**src/pkg/icr_defs.svh**
```systemverilog
// Register offsets, field positions and reset values
// Assumes inclusion by bare name from the modules
`ifndef ICR_DEFS_SVH
`define ICR_DEFS_SVH
`define ICR_ADDR_W 8
`define ICR_OFF_START 8'h00
`define ICR_OFF_XFER 8'h01
`define ICR_OFF_MODE 8'h02
`define ICR_OFF_OPTS 8'h03
`define ICR_OFF_LIMIT 8'h04
`define ICR_OFF_MARK 8'h05
`define ICR_OFF_INTREQ 8'h06
`define ICR_OFF_STATUS 8'h07
`define ICR_RST_XFER 8'h00
`define ICR_RST_MODE 8'h00
`define ICR_RST_OPTS 8'h00
`define ICR_RST_LIMIT 8'h00
`define ICR_RST_MARK 8'h00
`define ICR_RST_INTREQ 8'h00
`define ICR_RST_STATUS 8'h04
// Transfer config fields
`define ICR_XF_WIDE 7
`define ICR_XF_MASTER_TRANSFER_SELECT 6
`define ICR_XF_DMA 5
`define ICR_XF_CYC_HI 4
`define ICR_XF_CYC_LO 2
`define ICR_XF_LANE 0
// Mode fields
`define ICR_MD_COMP 7
`define ICR_MD_ATP 6
`define ICR_MD_SECOND_PASS_SELECT 5
`define ICR_MD_TLM 4
`define ICR_MD_DC 3
`define ICR_MD_BRC 2
// Options fields
`define ICR_OP_SCN_HI 7
`define ICR_OP_SCN_LO 5
`define ICR_OP_OVF 4
// Marker enable fields
`define ICR_MK_APP 7
`define ICR_MK_COM 6
`define ICR_MK_DRI 5
`define ICR_MK_DQT 4
`define ICR_MK_DHT 3
`define ICR_MK_DNL 2
`define ICR_MK_INTERNAL_QUANT_LOAD 1
`define ICR_MK_INTERNAL_HUFFMAN_LOAD 0
// Status fields
`define ICR_ST_RDY 7
`define ICR_ST_RFM 4
`define ICR_ST_RFD 3
`define ICR_ST_END 2
`define ICR_ST_TCV 1
`define ICR_ST_DOV 0
`define ICR_ST_CLR_MASK 8'h1B
`endif

```
**src/pkg/icr_pkg.sv**
```systemverilog
// Types shared by the control register block
// Encodings given as literals here; icr_defs.svh is not used
package icr_pkg;
	typedef enum logic [3:0] {
		ICR_PASS_NONE = 4'h0,
		ICR_PASS_COMPRESS = 4'h1,
		ICR_PASS_AUTO_RATE = 4'h3,
		ICR_PASS_STATS = 4'h2,
		ICR_PASS_RATE_COMP = 4'h6,
		ICR_PASS_TABLES_ONLY = 4'h7,
		ICR_PASS_PRELOAD_ENC = 4'h5,
		ICR_PASS_EXPAND = 4'h4,
		ICR_PASS_PREVIEW = 4'hC,
		ICR_PASS_PRELOAD_DEC = 4'hD
	} icr_pass_type;
	typedef enum logic [1:0] {
		ICR_XF_MASTER = 2'h0,
		ICR_XF_SLAVE8 = 2'h1,
		ICR_XF_SLAVE16 = 2'h3
	} icr_xfer_type;
	typedef enum logic [1:0] {
		ICR_ST_IDLE = 2'h0,
		ICR_ST_RUN = 2'h1,
		ICR_ST_HALT = 2'h3
	} icr_state_type;
endpackage

```
**src/pkg/icr_lane_if.sv**
```systemverilog
// Interface between control core and compressed-byte lane steering
// Assumes a single clock domain
`timescale 1ns/10ps
interface icr_lane_if;
	logic [7:0] xfer_cfg;
	logic byte_valid;
	logic [7:0] byte_data;
	logic cycle_done;
	logic [7:0] data_out;
	logic data_oe;
	logic [7:0] code_out;
	logic code_oe;
	modport core (output xfer_cfg, output byte_valid, output byte_data,
		input cycle_done, input data_out, input data_oe, input code_out, input code_oe);
	modport lane (input xfer_cfg, input byte_valid, input byte_data,
		output cycle_done, output data_out, output data_oe, output code_out, output code_oe);
endinterface

```
**src/core/icr_regs.sv**
```systemverilog
// Control register set of the image codec: start, config, mode, status
// Assumes host strobes come from pins, resynchronised here on MCLK
`timescale 1ns/10ps
`include "icr_defs.svh"
module icr_regs (
	// Clock, reset, enable
	input wire logic MCLK,
	input wire logic RSTN,
	input wire logic CE,
	// Host register port
	input wire logic CS_N,
	input wire logic WR_N,
	input wire logic RD_N,
	input wire logic [7:0] ADDR,
	input wire logic [7:0] DATA_IN,
	output logic [7:0] DATA_OUT,
	output logic DATA_OE,
	// Datapath events
	input wire logic EV_RFM,
	input wire logic EV_RFD,
	input wire logic EV_END,
	input wire logic EV_TCVOVF,
	input wire logic EV_DATOVF,
	input wire logic EV_DATA_READY,
	input wire logic EV_DATA_TAKEN,
	input wire logic SCAN_DONE,
	// Compressed byte stream
	input wire logic BYTE_VALID,
	input wire logic [7:0] BYTE_DATA,
	output logic BYTE_DONE,
	output logic [7:0] CODE_OUT,
	output logic CODE_OE,
	output logic [7:0] BUS_DATA_OUT,
	output logic BUS_DATA_OE,
	// Pass control
	output logic [3:0] PASS_SEL,
	output logic RUN,
	output logic START_PULSE,
	output logic OVF_DETECT,
	output logic [3:0] SCAN_TOTAL,
	output logic [8:0] BLOCK_BIT_CAP,
	output logic RATE_CAP_ACTIVE,
	// Segment enables
	output logic EMIT_APP,
	output logic EMIT_COM,
	output logic RESTART_ACTIVE,
	output logic EMIT_DRI,
	output logic QUANT_LOAD,
	output logic EMIT_DQT,
	output logic EMIT_DHT,
	output logic EMIT_DNL,
	output logic HUFF_LOAD,
	// Interrupt and status pins
	output logic INT_N,
	output logic DINT_N,
	output logic END_N
);
	logic [2:0] cs_sync_ff;
	logic [2:0] wr_sync_ff;
	logic [2:0] rd_sync_ff;
	logic [7:0] addr_s1_ff;
	logic [7:0] addr_ff;
	logic [7:0] din_s1_ff;
	logic [7:0] din_ff;
	logic wr_stb;
	logic rd_stb;
	logic go;
	logic status_rd;
	logic [7:0] xfer_ff;
	logic [7:0] mode_ff;
	logic [7:0] opts_ff;
	logic [7:0] limit_ff;
	logic [7:0] mark_ff;
	logic [7:0] intreq_ff;
	logic [7:0] status_ff;
	logic [7:0] rdata_ff;
	logic rdoe_ff;
	logic int_ff;
	logic first_scan_ff;
	logic halt_req;
	logic comp;
	logic tables_only;
	logic compress_pass;
	icr_pkg::icr_state_type state_ff;
	icr_pkg::icr_state_type nxt_state;
	icr_pkg::icr_pass_type pass;
	icr_lane_if lif ();

	// ----------------------------------------
	// Functions
	// ----------------------------------------
	function automatic logic hit(input logic [7:0] a, input logic [7:0] off);
		hit = (a == off);
	endfunction

	function automatic icr_pkg::icr_pass_type decode_pass(input logic [7:0] m);
		icr_pkg::icr_pass_type p;
		p = icr_pkg::ICR_PASS_NONE;
		if (m[`ICR_MD_COMP]) begin
			if (m[`ICR_MD_TLM]) begin
				p = m[`ICR_MD_SECOND_PASS_SELECT] ? icr_pkg::ICR_PASS_TABLES_ONLY :
					icr_pkg::ICR_PASS_PRELOAD_ENC;
			end else if (m[`ICR_MD_ATP] && m[`ICR_MD_BRC] && !m[`ICR_MD_SECOND_PASS_SELECT]) begin
				p = icr_pkg::ICR_PASS_AUTO_RATE;
			end else if (m[`ICR_MD_SECOND_PASS_SELECT]) begin
				p = m[`ICR_MD_BRC] ? icr_pkg::ICR_PASS_RATE_COMP :
					icr_pkg::ICR_PASS_COMPRESS;
			end else if (m[`ICR_MD_BRC]) begin
				p = icr_pkg::ICR_PASS_STATS;
			end
		end else begin
			if (m[`ICR_MD_TLM]) begin
				p = icr_pkg::ICR_PASS_PRELOAD_DEC;
			end else if (m[`ICR_MD_DC]) begin
				p = icr_pkg::ICR_PASS_PREVIEW;
			end else begin
				p = icr_pkg::ICR_PASS_EXPAND;
			end
		end
		decode_pass = p;
	endfunction

	// ----------------------------------------
	// Pin synchronisers
	// ----------------------------------------
	always_ff @(posedge MCLK or negedge RSTN) begin
		if (!RSTN) begin
			cs_sync_ff <= 3'h7;
			wr_sync_ff <= 3'h7;
			rd_sync_ff <= 3'h7;
			addr_s1_ff <= 8'h00;
			addr_ff <= 8'h00;
			din_s1_ff <= 8'h00;
			din_ff <= 8'h00;
		end else if (CE) begin
			cs_sync_ff <= {cs_sync_ff[1:0], CS_N};
			wr_sync_ff <= {wr_sync_ff[1:0], WR_N};
			rd_sync_ff <= {rd_sync_ff[1:0], RD_N};
			addr_s1_ff <= ADDR;
			addr_ff <= addr_s1_ff;
			din_s1_ff <= DATA_IN;
			din_ff <= din_s1_ff;
		end
	end

	// Falling edges taken between second and third stages
	assign wr_stb = !cs_sync_ff[1] && !wr_sync_ff[1] && wr_sync_ff[2];
	assign rd_stb = !cs_sync_ff[1] && !rd_sync_ff[1] && rd_sync_ff[2];
	assign go = wr_stb && hit(addr_ff, `ICR_OFF_START);
	assign status_rd = rd_stb && hit(addr_ff, `ICR_OFF_STATUS);

	// ----------------------------------------
	// Writable registers
	// ----------------------------------------
	always_ff @(posedge MCLK or negedge RSTN) begin
		if (!RSTN) begin
			xfer_ff <= `ICR_RST_XFER;
			mode_ff <= `ICR_RST_MODE;
			opts_ff <= `ICR_RST_OPTS;
			limit_ff <= `ICR_RST_LIMIT;
			mark_ff <= `ICR_RST_MARK;
			intreq_ff <= `ICR_RST_INTREQ;
		end else if (CE && wr_stb) begin
			if (hit(addr_ff, `ICR_OFF_XFER)) xfer_ff <= din_ff & 8'hFD;
			if (hit(addr_ff, `ICR_OFF_MODE)) mode_ff <= din_ff & 8'hFC;
			if (hit(addr_ff, `ICR_OFF_OPTS)) opts_ff <= din_ff & 8'hF0;
			if (hit(addr_ff, `ICR_OFF_LIMIT)) limit_ff <= din_ff;
			if (hit(addr_ff, `ICR_OFF_MARK)) mark_ff <= din_ff;
			if (hit(addr_ff, `ICR_OFF_INTREQ)) intreq_ff <= din_ff & 8'h9F;
		end
	end

	// ----------------------------------------
	// Status register, set wins over clear
	// ----------------------------------------
	always_ff @(posedge MCLK or negedge RSTN) begin
		if (!RSTN) begin
			status_ff <= `ICR_RST_STATUS;
		end else if (CE) begin
			if (go || status_rd) begin
				status_ff <= status_ff & ~`ICR_ST_CLR_MASK;
			end
			if (go) begin
				status_ff[`ICR_ST_END] <= 1'b0;
			end
			if (status_rd || EV_DATA_TAKEN) begin
				status_ff[`ICR_ST_RDY] <= 1'b0;
			end
			if (EV_RFM) status_ff[`ICR_ST_RFM] <= 1'b1;
			if (EV_RFD) status_ff[`ICR_ST_RFD] <= 1'b1;
			if (EV_END) status_ff[`ICR_ST_END] <= 1'b1;
			if (EV_TCVOVF && opts_ff[`ICR_OP_OVF]) status_ff[`ICR_ST_TCV] <= 1'b1;
			if (EV_DATOVF) status_ff[`ICR_ST_DOV] <= 1'b1;
			if (EV_DATA_READY) status_ff[`ICR_ST_RDY] <= 1'b1;
		end
	end

	// Enabled events other than data-ready halt processing
	assign halt_req = CE && |({EV_RFM, EV_RFD, EV_END, EV_TCVOVF && opts_ff[`ICR_OP_OVF],
		EV_DATOVF} & {intreq_ff[`ICR_ST_RFM], intreq_ff[`ICR_ST_RFD],
		intreq_ff[`ICR_ST_END], intreq_ff[`ICR_ST_TCV], intreq_ff[`ICR_ST_DOV]});

	// ----------------------------------------
	// Interrupt line
	// ----------------------------------------
	always_ff @(posedge MCLK or negedge RSTN) begin
		if (!RSTN) begin
			int_ff <= 1'b0;
		end else if (CE) begin
			if (halt_req) begin
				int_ff <= 1'b1;
			end else if (go || status_rd) begin
				int_ff <= 1'b0;
			end
		end
	end

	// ----------------------------------------
	// Run state machine
	// ----------------------------------------
	always_comb begin
		nxt_state = state_ff;
		case (state_ff)
			icr_pkg::ICR_ST_IDLE: begin
				if (go) nxt_state = icr_pkg::ICR_ST_RUN;
			end
			icr_pkg::ICR_ST_RUN: begin
				if (halt_req) nxt_state = icr_pkg::ICR_ST_HALT;
				else if (EV_END || EV_DATOVF) nxt_state = icr_pkg::ICR_ST_IDLE;
			end
			icr_pkg::ICR_ST_HALT: begin
				if (go) nxt_state = icr_pkg::ICR_ST_RUN;
			end
			default: nxt_state = icr_pkg::ICR_ST_IDLE;
		endcase
	end

	always_ff @(posedge MCLK or negedge RSTN) begin
		if (!RSTN) begin
			state_ff <= icr_pkg::ICR_ST_IDLE;
		end else if (CE) begin
			state_ff <= nxt_state;
		end
	end

	// ----------------------------------------
	// First-scan tracking
	// ----------------------------------------
	always_ff @(posedge MCLK or negedge RSTN) begin
		if (!RSTN) begin
			first_scan_ff <= 1'b1;
		end else if (CE) begin
			if (go && state_ff == icr_pkg::ICR_ST_IDLE) begin
				first_scan_ff <= 1'b1;
			end else if (SCAN_DONE) begin
				first_scan_ff <= 1'b0;
			end
		end
	end

	// ----------------------------------------
	// Read data
	// ----------------------------------------
	always_ff @(posedge MCLK or negedge RSTN) begin
		if (!RSTN) begin
			rdata_ff <= 8'h00;
			rdoe_ff <= 1'b0;
		end else if (CE) begin
			rdoe_ff <= !cs_sync_ff[1] && !rd_sync_ff[1];
			if (rd_stb) begin
				case (addr_ff)
					`ICR_OFF_XFER: rdata_ff <= xfer_ff;
					`ICR_OFF_MODE: rdata_ff <= mode_ff;
					`ICR_OFF_OPTS: rdata_ff <= opts_ff;
					`ICR_OFF_LIMIT: rdata_ff <= limit_ff;
					`ICR_OFF_MARK: rdata_ff <= mark_ff;
					`ICR_OFF_INTREQ: rdata_ff <= intreq_ff;
					`ICR_OFF_STATUS: rdata_ff <= status_ff;
					default: rdata_ff <= 8'h00;
				endcase
			end
		end
	end

	// ----------------------------------------
	// Decoded controls
	// ----------------------------------------
	assign comp = mode_ff[`ICR_MD_COMP];
	assign pass = decode_pass(mode_ff);
	assign tables_only = (pass == icr_pkg::ICR_PASS_TABLES_ONLY);
	assign compress_pass = (pass == icr_pkg::ICR_PASS_COMPRESS) ||
		(pass == icr_pkg::ICR_PASS_RATE_COMP);

	assign PASS_SEL = pass;
	assign RUN = (state_ff == icr_pkg::ICR_ST_RUN);
	assign START_PULSE = go && CE;
	assign OVF_DETECT = comp && opts_ff[`ICR_OP_OVF];
	assign SCAN_TOTAL = comp ? {1'b0, opts_ff[`ICR_OP_SCN_HI:`ICR_OP_SCN_LO]} + 4'h1 : 4'h1;
	assign BLOCK_BIT_CAP = {limit_ff, 1'b0};
	assign RATE_CAP_ACTIVE = comp && mode_ff[`ICR_MD_BRC];
	assign EMIT_APP = mark_ff[`ICR_MK_APP] && (compress_pass || tables_only);
	assign EMIT_COM = mark_ff[`ICR_MK_COM] && (compress_pass || tables_only);
	assign RESTART_ACTIVE = mark_ff[`ICR_MK_DRI];
	assign EMIT_DRI = mark_ff[`ICR_MK_DRI] && compress_pass;
	assign QUANT_LOAD = mark_ff[`ICR_MK_DQT] || mark_ff[`ICR_MK_INTERNAL_QUANT_LOAD];
	assign EMIT_DQT = mark_ff[`ICR_MK_DQT] && (compress_pass || tables_only);
	assign EMIT_DHT = mark_ff[`ICR_MK_DHT] && (compress_pass || tables_only);
	assign EMIT_DNL = mark_ff[`ICR_MK_DNL] && compress_pass && first_scan_ff;
	assign HUFF_LOAD = mark_ff[`ICR_MK_INTERNAL_HUFFMAN_LOAD];
	assign INT_N = !int_ff;
	assign DINT_N = !(status_ff[`ICR_ST_RDY] && intreq_ff[`ICR_ST_RDY]);
	assign END_N = !status_ff[`ICR_ST_END];
	assign DATA_OUT = rdata_ff;
	assign DATA_OE = rdoe_ff;

	// ----------------------------------------
	// Compressed byte lanes
	// ----------------------------------------
	assign lif.xfer_cfg = xfer_ff;
	assign lif.byte_valid = BYTE_VALID && RUN;
	assign lif.byte_data = BYTE_DATA;
	assign BYTE_DONE = lif.cycle_done && CE;
	assign CODE_OUT = lif.code_out;
	assign CODE_OE = lif.code_oe;
	assign BUS_DATA_OUT = lif.data_out;
	assign BUS_DATA_OE = lif.data_oe;

	icr_lane u_lane (
		.clk(MCLK),
		.rst_n(RSTN),
		.ce(CE),
		.lif(lif)
	);
endmodule

```
**src/core/icr_lane.sv**
```systemverilog
// Steers compressed bytes onto data or code bus and paces master cycles
// Assumes MCLK domain, byte_valid held until cycle_done
`timescale 1ns/10ps
`include "icr_defs.svh"
module icr_lane (
	// Clock and reset
	input wire logic clk,
	input wire logic rst_n,
	input wire logic ce,
	// Core side
	icr_lane_if.lane lif
);
	logic [2:0] cyc_cnt_ff;
	logic odd_ff;
	logic [7:0] data_ff;
	logic [7:0] code_ff;
	logic doe_ff;
	logic coe_ff;
	logic master_transfer_select;
	logic wide;
	logic lane;
	logic [2:0] cyc_len;
	logic use_code;

	assign master_transfer_select = lif.xfer_cfg[`ICR_XF_MASTER_TRANSFER_SELECT];
	assign wide = lif.xfer_cfg[`ICR_XF_WIDE];
	assign lane = lif.xfer_cfg[`ICR_XF_LANE];
	assign cyc_len = lif.xfer_cfg[`ICR_XF_CYC_HI:`ICR_XF_CYC_LO];
	// Master cycle ends after field plus one clocks, slave cycle at once
	assign lif.cycle_done = lif.byte_valid && (!master_transfer_select || cyc_cnt_ff == cyc_len);
	// Bus choice per mode and byte parity
	assign use_code = master_transfer_select || (wide && (odd_ff ^ lane));

	// ----------------------------------------
	// Master cycle counter
	// ----------------------------------------
	always_ff @(posedge clk or negedge rst_n) begin
		if (!rst_n) begin
			cyc_cnt_ff <= 3'h0;
		end else if (ce) begin
			if (lif.cycle_done || !lif.byte_valid) begin
				cyc_cnt_ff <= 3'h0;
			end else begin
				cyc_cnt_ff <= cyc_cnt_ff + 3'h1;
			end
		end
	end

	// ----------------------------------------
	// Byte parity and output registers
	// ----------------------------------------
	always_ff @(posedge clk or negedge rst_n) begin
		if (!rst_n) begin
			odd_ff <= 1'b0;
			data_ff <= 8'h00;
			code_ff <= 8'h00;
			doe_ff <= 1'b0;
			coe_ff <= 1'b0;
		end else if (ce) begin
			doe_ff <= 1'b0;
			coe_ff <= 1'b0;
			if (lif.byte_valid) begin
				if (use_code) begin
					code_ff <= lif.byte_data;
					coe_ff <= 1'b1;
				end else begin
					data_ff <= lif.byte_data;
					doe_ff <= 1'b1;
				end
			end
			if (lif.cycle_done) begin
				odd_ff <= wide ? ~odd_ff : 1'b0;
			end
		end
	end

	assign lif.data_out = data_ff;
	assign lif.code_out = code_ff;
	assign lif.data_oe = doe_ff;
	assign lif.code_oe = coe_ff;
endmodule

```
**config.mk**
```make
export PLATFORM = sky130hd
export DESIGN_NAME = icr_regs
export DESIGN_NICKNAME = d
export VERILOG_FILES = /design/src/pkg/icr_pkg.sv /design/src/pkg/icr_lane_if.sv /design/src/core/icr_regs.sv /design/src/core/icr_lane.sv
export VERILOG_INCLUDE_DIRS = /design/src /design/src/pkg
export SDC_FILE = /design/constraint.sdc
export NUM_CORES = 1
export LEC_CHECK = 0
export BUFFER_PORTS_ARGS = -buffer_cell sky130_fd_sc_hd__buf_2
export CORE_ASPECT_RATIO = 0.8
export CORE_MARGIN = 1.5
export CORE_UTILIZATION = 30
export CTS_CLUSTER_DIAMETER = 50
export CTS_CLUSTER_SIZE = 16
export DETAILED_ROUTE_END_ITERATION = 12
export GPL_ROUTABILITY_DRIVEN = 0
export PLACE_DENSITY_LB_ADDON = 0.05
export SLEW_MARGIN = 20
export SYNTH_ARGS = -nofsm -noshare
export SYNTH_HDL_FRONTEND = slang
export SYNTH_SLANG_ARGS = --single-unit
```
**constraint.sdc**
```tcl
create_clock -name MCLK -period 1.77 [get_ports MCLK]
set_input_delay 0.354 -clock MCLK [delete_from_list [all_inputs] [get_ports MCLK]]
set_output_delay 0.354 -clock MCLK [all_outputs]
set_load 0.01 [all_outputs]
```
==> key figures <==
STA
  • Fin crit share: 1.28
  • Hold_ws: 162 ps
  • # setup viols final: 45
  • RSZ-0062 raised after global routing: true
  • Worst setup margin: -490 ps
  • Fmax: 442 MHz
  • Fin. max-slew vios: 0
  • Crit path time final: 2260 ps
  • Setup Skew: 8.52 ps
  • Setup_tns: -6380 ps
  • Fin. Hold Viols: 0

Placement
  • Placed instance count: 761
  • DPL Wire Length: 10300 um
  • Number of port buffers: 98
  • Pre-CTS WS: -230 ps

Cells and area
  • # fillers: 1681
  • Finished Layout Cells: 816
  • # nets final: 624
  • Area growth, synth to finish: 41.4%
  • Ratio of cells with drive above 1 in the final layout: 0.585
  • Ant diodes: 0

Critical path
  • CP max FO: 2
  • R2R setup slack: -190 ps
  • WS Path Type: reg -> out
  • CP Data Required Time: 1420 ps
  • Critical path capture point type: output pin
  • Critical Path AT: 1910 ps
  • CP startpoint kind: flop

Synthesis
  • Synthesis Warnings: 0
  • Post-Syn Instances: 410
  • Avg Inst Size Synth: 13.1 um^2
  • Number of synthesized flops with an enable pin: 0
  • Synth Flop Type: dfrtp_1
  • Seq/Total Area, Yosys: 0.561
  • Syn nets: 454
  • Area share of the largest cell type after synthesis: 0.512
  • Yosys top cell by area: dfrtp_1
  • Mux contribution to synthesized area: 0.227
  • Largest family of logic cells by synthesized area: multiplexers
  • Synthesized flop and latch total: 120
  • Synth Area in Simple Gates: 0.0960
  • Ys async rst share: 1.00
  • Synth Area in Compound Gates: 0.0720
  • Post-synthesis xor/xnor area fraction: 0.00815
  • Netlist cell types: 54
  • Adder-cell share of the synthesized area: 0.0116
  • Mapped cell area: 5370 um^2
  • Top cells by area, synth: dfrtp_1, mux2_2, dfstp_2

Power and ir drop
  • VDD IR max: 684 uV
  • Switching Share: 0.250
  • Net Switching: 2.04 mW
  • Leakage: 3.70 nW
  • Clock share of power: 0.430
  • Int Power: 6.13 mW
  • Pwr Total: 8.18 mW
  • Gate power share: 0.172
  • Sequential share of power: 0.399
  • PD cells: 1080 nW/um^2

Drt
  • WL final: 14400 um
  • Routed via count: 3860
  • Post-route DRC: 0
  • Avg WL per Cell: 17.7 um
  • Antenna viol nets, final: 0
  • Initial drt markers: 130
  • TritonRoute pass-1 iters: 4
  • Via density: 4.73

Run
  • Maxcap violations: 0

Global route
  • Pin count of the biggest net entering global routing: 62
  • Gr usage total: 0.166
  • Met1 Use GR: 0.232
  • Met3 Use GR: 0.0431
  • Initial antenna violation count: 0
  • Grt met2 use: 0.248
  • First-pass GRT wire length: 23400 um
  • GR Overflow Total: 0
  • GRT Max-Usage Layer: met2
  • Vias in the first global route: 4025

Floorplan
  • Die ar.: 18700 um^2
  • Row cnt: 43
  • Core ar.: 17400 um^2
  • Initial cell density of the core: 0.308
  • Die W: 153 um
  • Die Y: 123 um
  • IO Pins: 100

Clocking
  • Worst-Skew Late Latency: 410 ps
  • CTS H-Tree Depth: 4
  • CTS tree: done
  • Worst-case clock buffer depth: 2
  • TritonCTS buffer count: 17
  • Clock slew at reported path FFs: 50 ps
  • CTS sink count: 120
  • Clk root buf: clkbuf_16

Status
  • Status: finished with violations
  • Failing checks: setup timing

Worst hold path
  • Worst Hold Class: in -> reg
==> flip-flops by register name, indices dropped and copies added, names as in the netlist, 3 cells and up <==
signal,cells
limit_ff,8
din_s1_ff,8
intreq_ff,6
wr_sync_ff,3
addr_ff,8
addr_s1_ff,8
lif.xfer_cfg,7
opts_ff,4
u_lane.cyc_cnt_ff,3
u_lane.lif.data_out,8
DATA_OUT,8
status_ff,6
u_lane.lif.code_out,8
mode_ff,6
mark_ff,8
din_ff,8
rd_sync_ff,3
==> worst max-delay path, stage by stage, from the launching register on <==
cell	delay, ps
dfstp_2	520
or3b_4	380
nor4_4	290
and2_4	200
buf_6	100
==> power by group through the flow <==
stage,sequential [mW],combinational [mW],clock [mW]
finish,3.26,1.40,3.51
global route,3.30,1.54,3.73
CTS,3.26,1.36,3.61
detailed placement,3.30,1.19,0
global placement,3.29,1.18,0
floorplan,3.29,0.596,0
==> synth_stat cells (7+ instances only) <==
cell type,instances
dfrtp_1,110
mux2_2,96
nand2_1,26
o21ai_0,13
clkbuf_1,12
dfstp_2,10
inv_1,10
nor2_1,10
a22o_1,7
nand3_1,7
nand3b_1,7
==> final cells by class <==
class	count	area, um^2	area share
clock buffers	22	484	0.0638
clock inverters	8	120	0.0158
inverters	10	37.5	0.00494
multi-input cells	259	2480	0.327
flip-flops and latches	120	3020	0.397
well taps	225	282	0.0371
repair buffers	172	1170	0.154
==> worst paths after layout <==
check,start,endpoint,cells past startpoint
max in group asynchronous,RSTN,status_ff[2]$_DFFE_PN1P_,3
max,wr_sync_ff[2]$_DFFE_PN1P_,START_PULSE,4
max reg2reg,wr_sync_ff[2]$_DFFE_PN1P_,lif.xfer_cfg[3]$_DFFE_PN0P_,9
min,EV_DATA_READY,status_ff[7]$_DFFE_PN0P_,2
min reg2reg,u_lane.lif.code_oe$_DFFE_PN0P_,u_lane.lif.code_oe$_DFFE_PN0P_,1
min in group asynchronous,RSTN,DATA_OUT[5]$_DFFE_PN0P_,3
==> per-layer routing <==
metal | up-vias | wire length [um]
li1 | 1834 | -
met1 | 1928 | 7060
met2 | 85 | 6520
met3 | 13 | 688
met4 | 0 | 177
met5 | - | 0
==> through the flow <==
stage                      util  cell area, um^2
after floorplan               -             5380
after global placement    0.371             6470
after detailed placement  0.371             6470
after CTS                 0.426             7420
after global routing      0.436             7590
final                     0.436             7590
==> kinds of logic after synthesis <==
kind of cell | count (synthesis)
DFF | 120
adders and majority gates | 5
buffers and inverters | 31
muxes | 106
AOI/OAI and AO/OA | 52
other | 1
xor gates and xnor gates | 5
and+or+nand+nor | 90
==> cell usage in the layout (no fill, tap or decap), types with 5 or more instances in the layout <==
master,n
mux2_4,7
mux2i_1,5
nor2_1,8
buf_6,14
inv_1,9
and3_1,6
clkbuf_16,17
nand2_1,22
and2_1,5
mux2_2,91
dfrtp_1,108
dfstp_2,10
buf_2,96
buf_12,5
xor2_1,5
nand3_1,5
o21ai_0,13
nand3b_1,7
buf_4,56
a22o_1,7
==> timing repair <==
action / 4_1_cts / 5_1_grt
setup buffers: 19 / 8
gates resized for setup: 42 / 23
endpoints found under the setup margin: 54 / 66
endpoints found under the hold margin: 110 / 0
pin swaps: 18 / 10
hold buffers: 1 / 0
(Power assumes the default switching activity.)
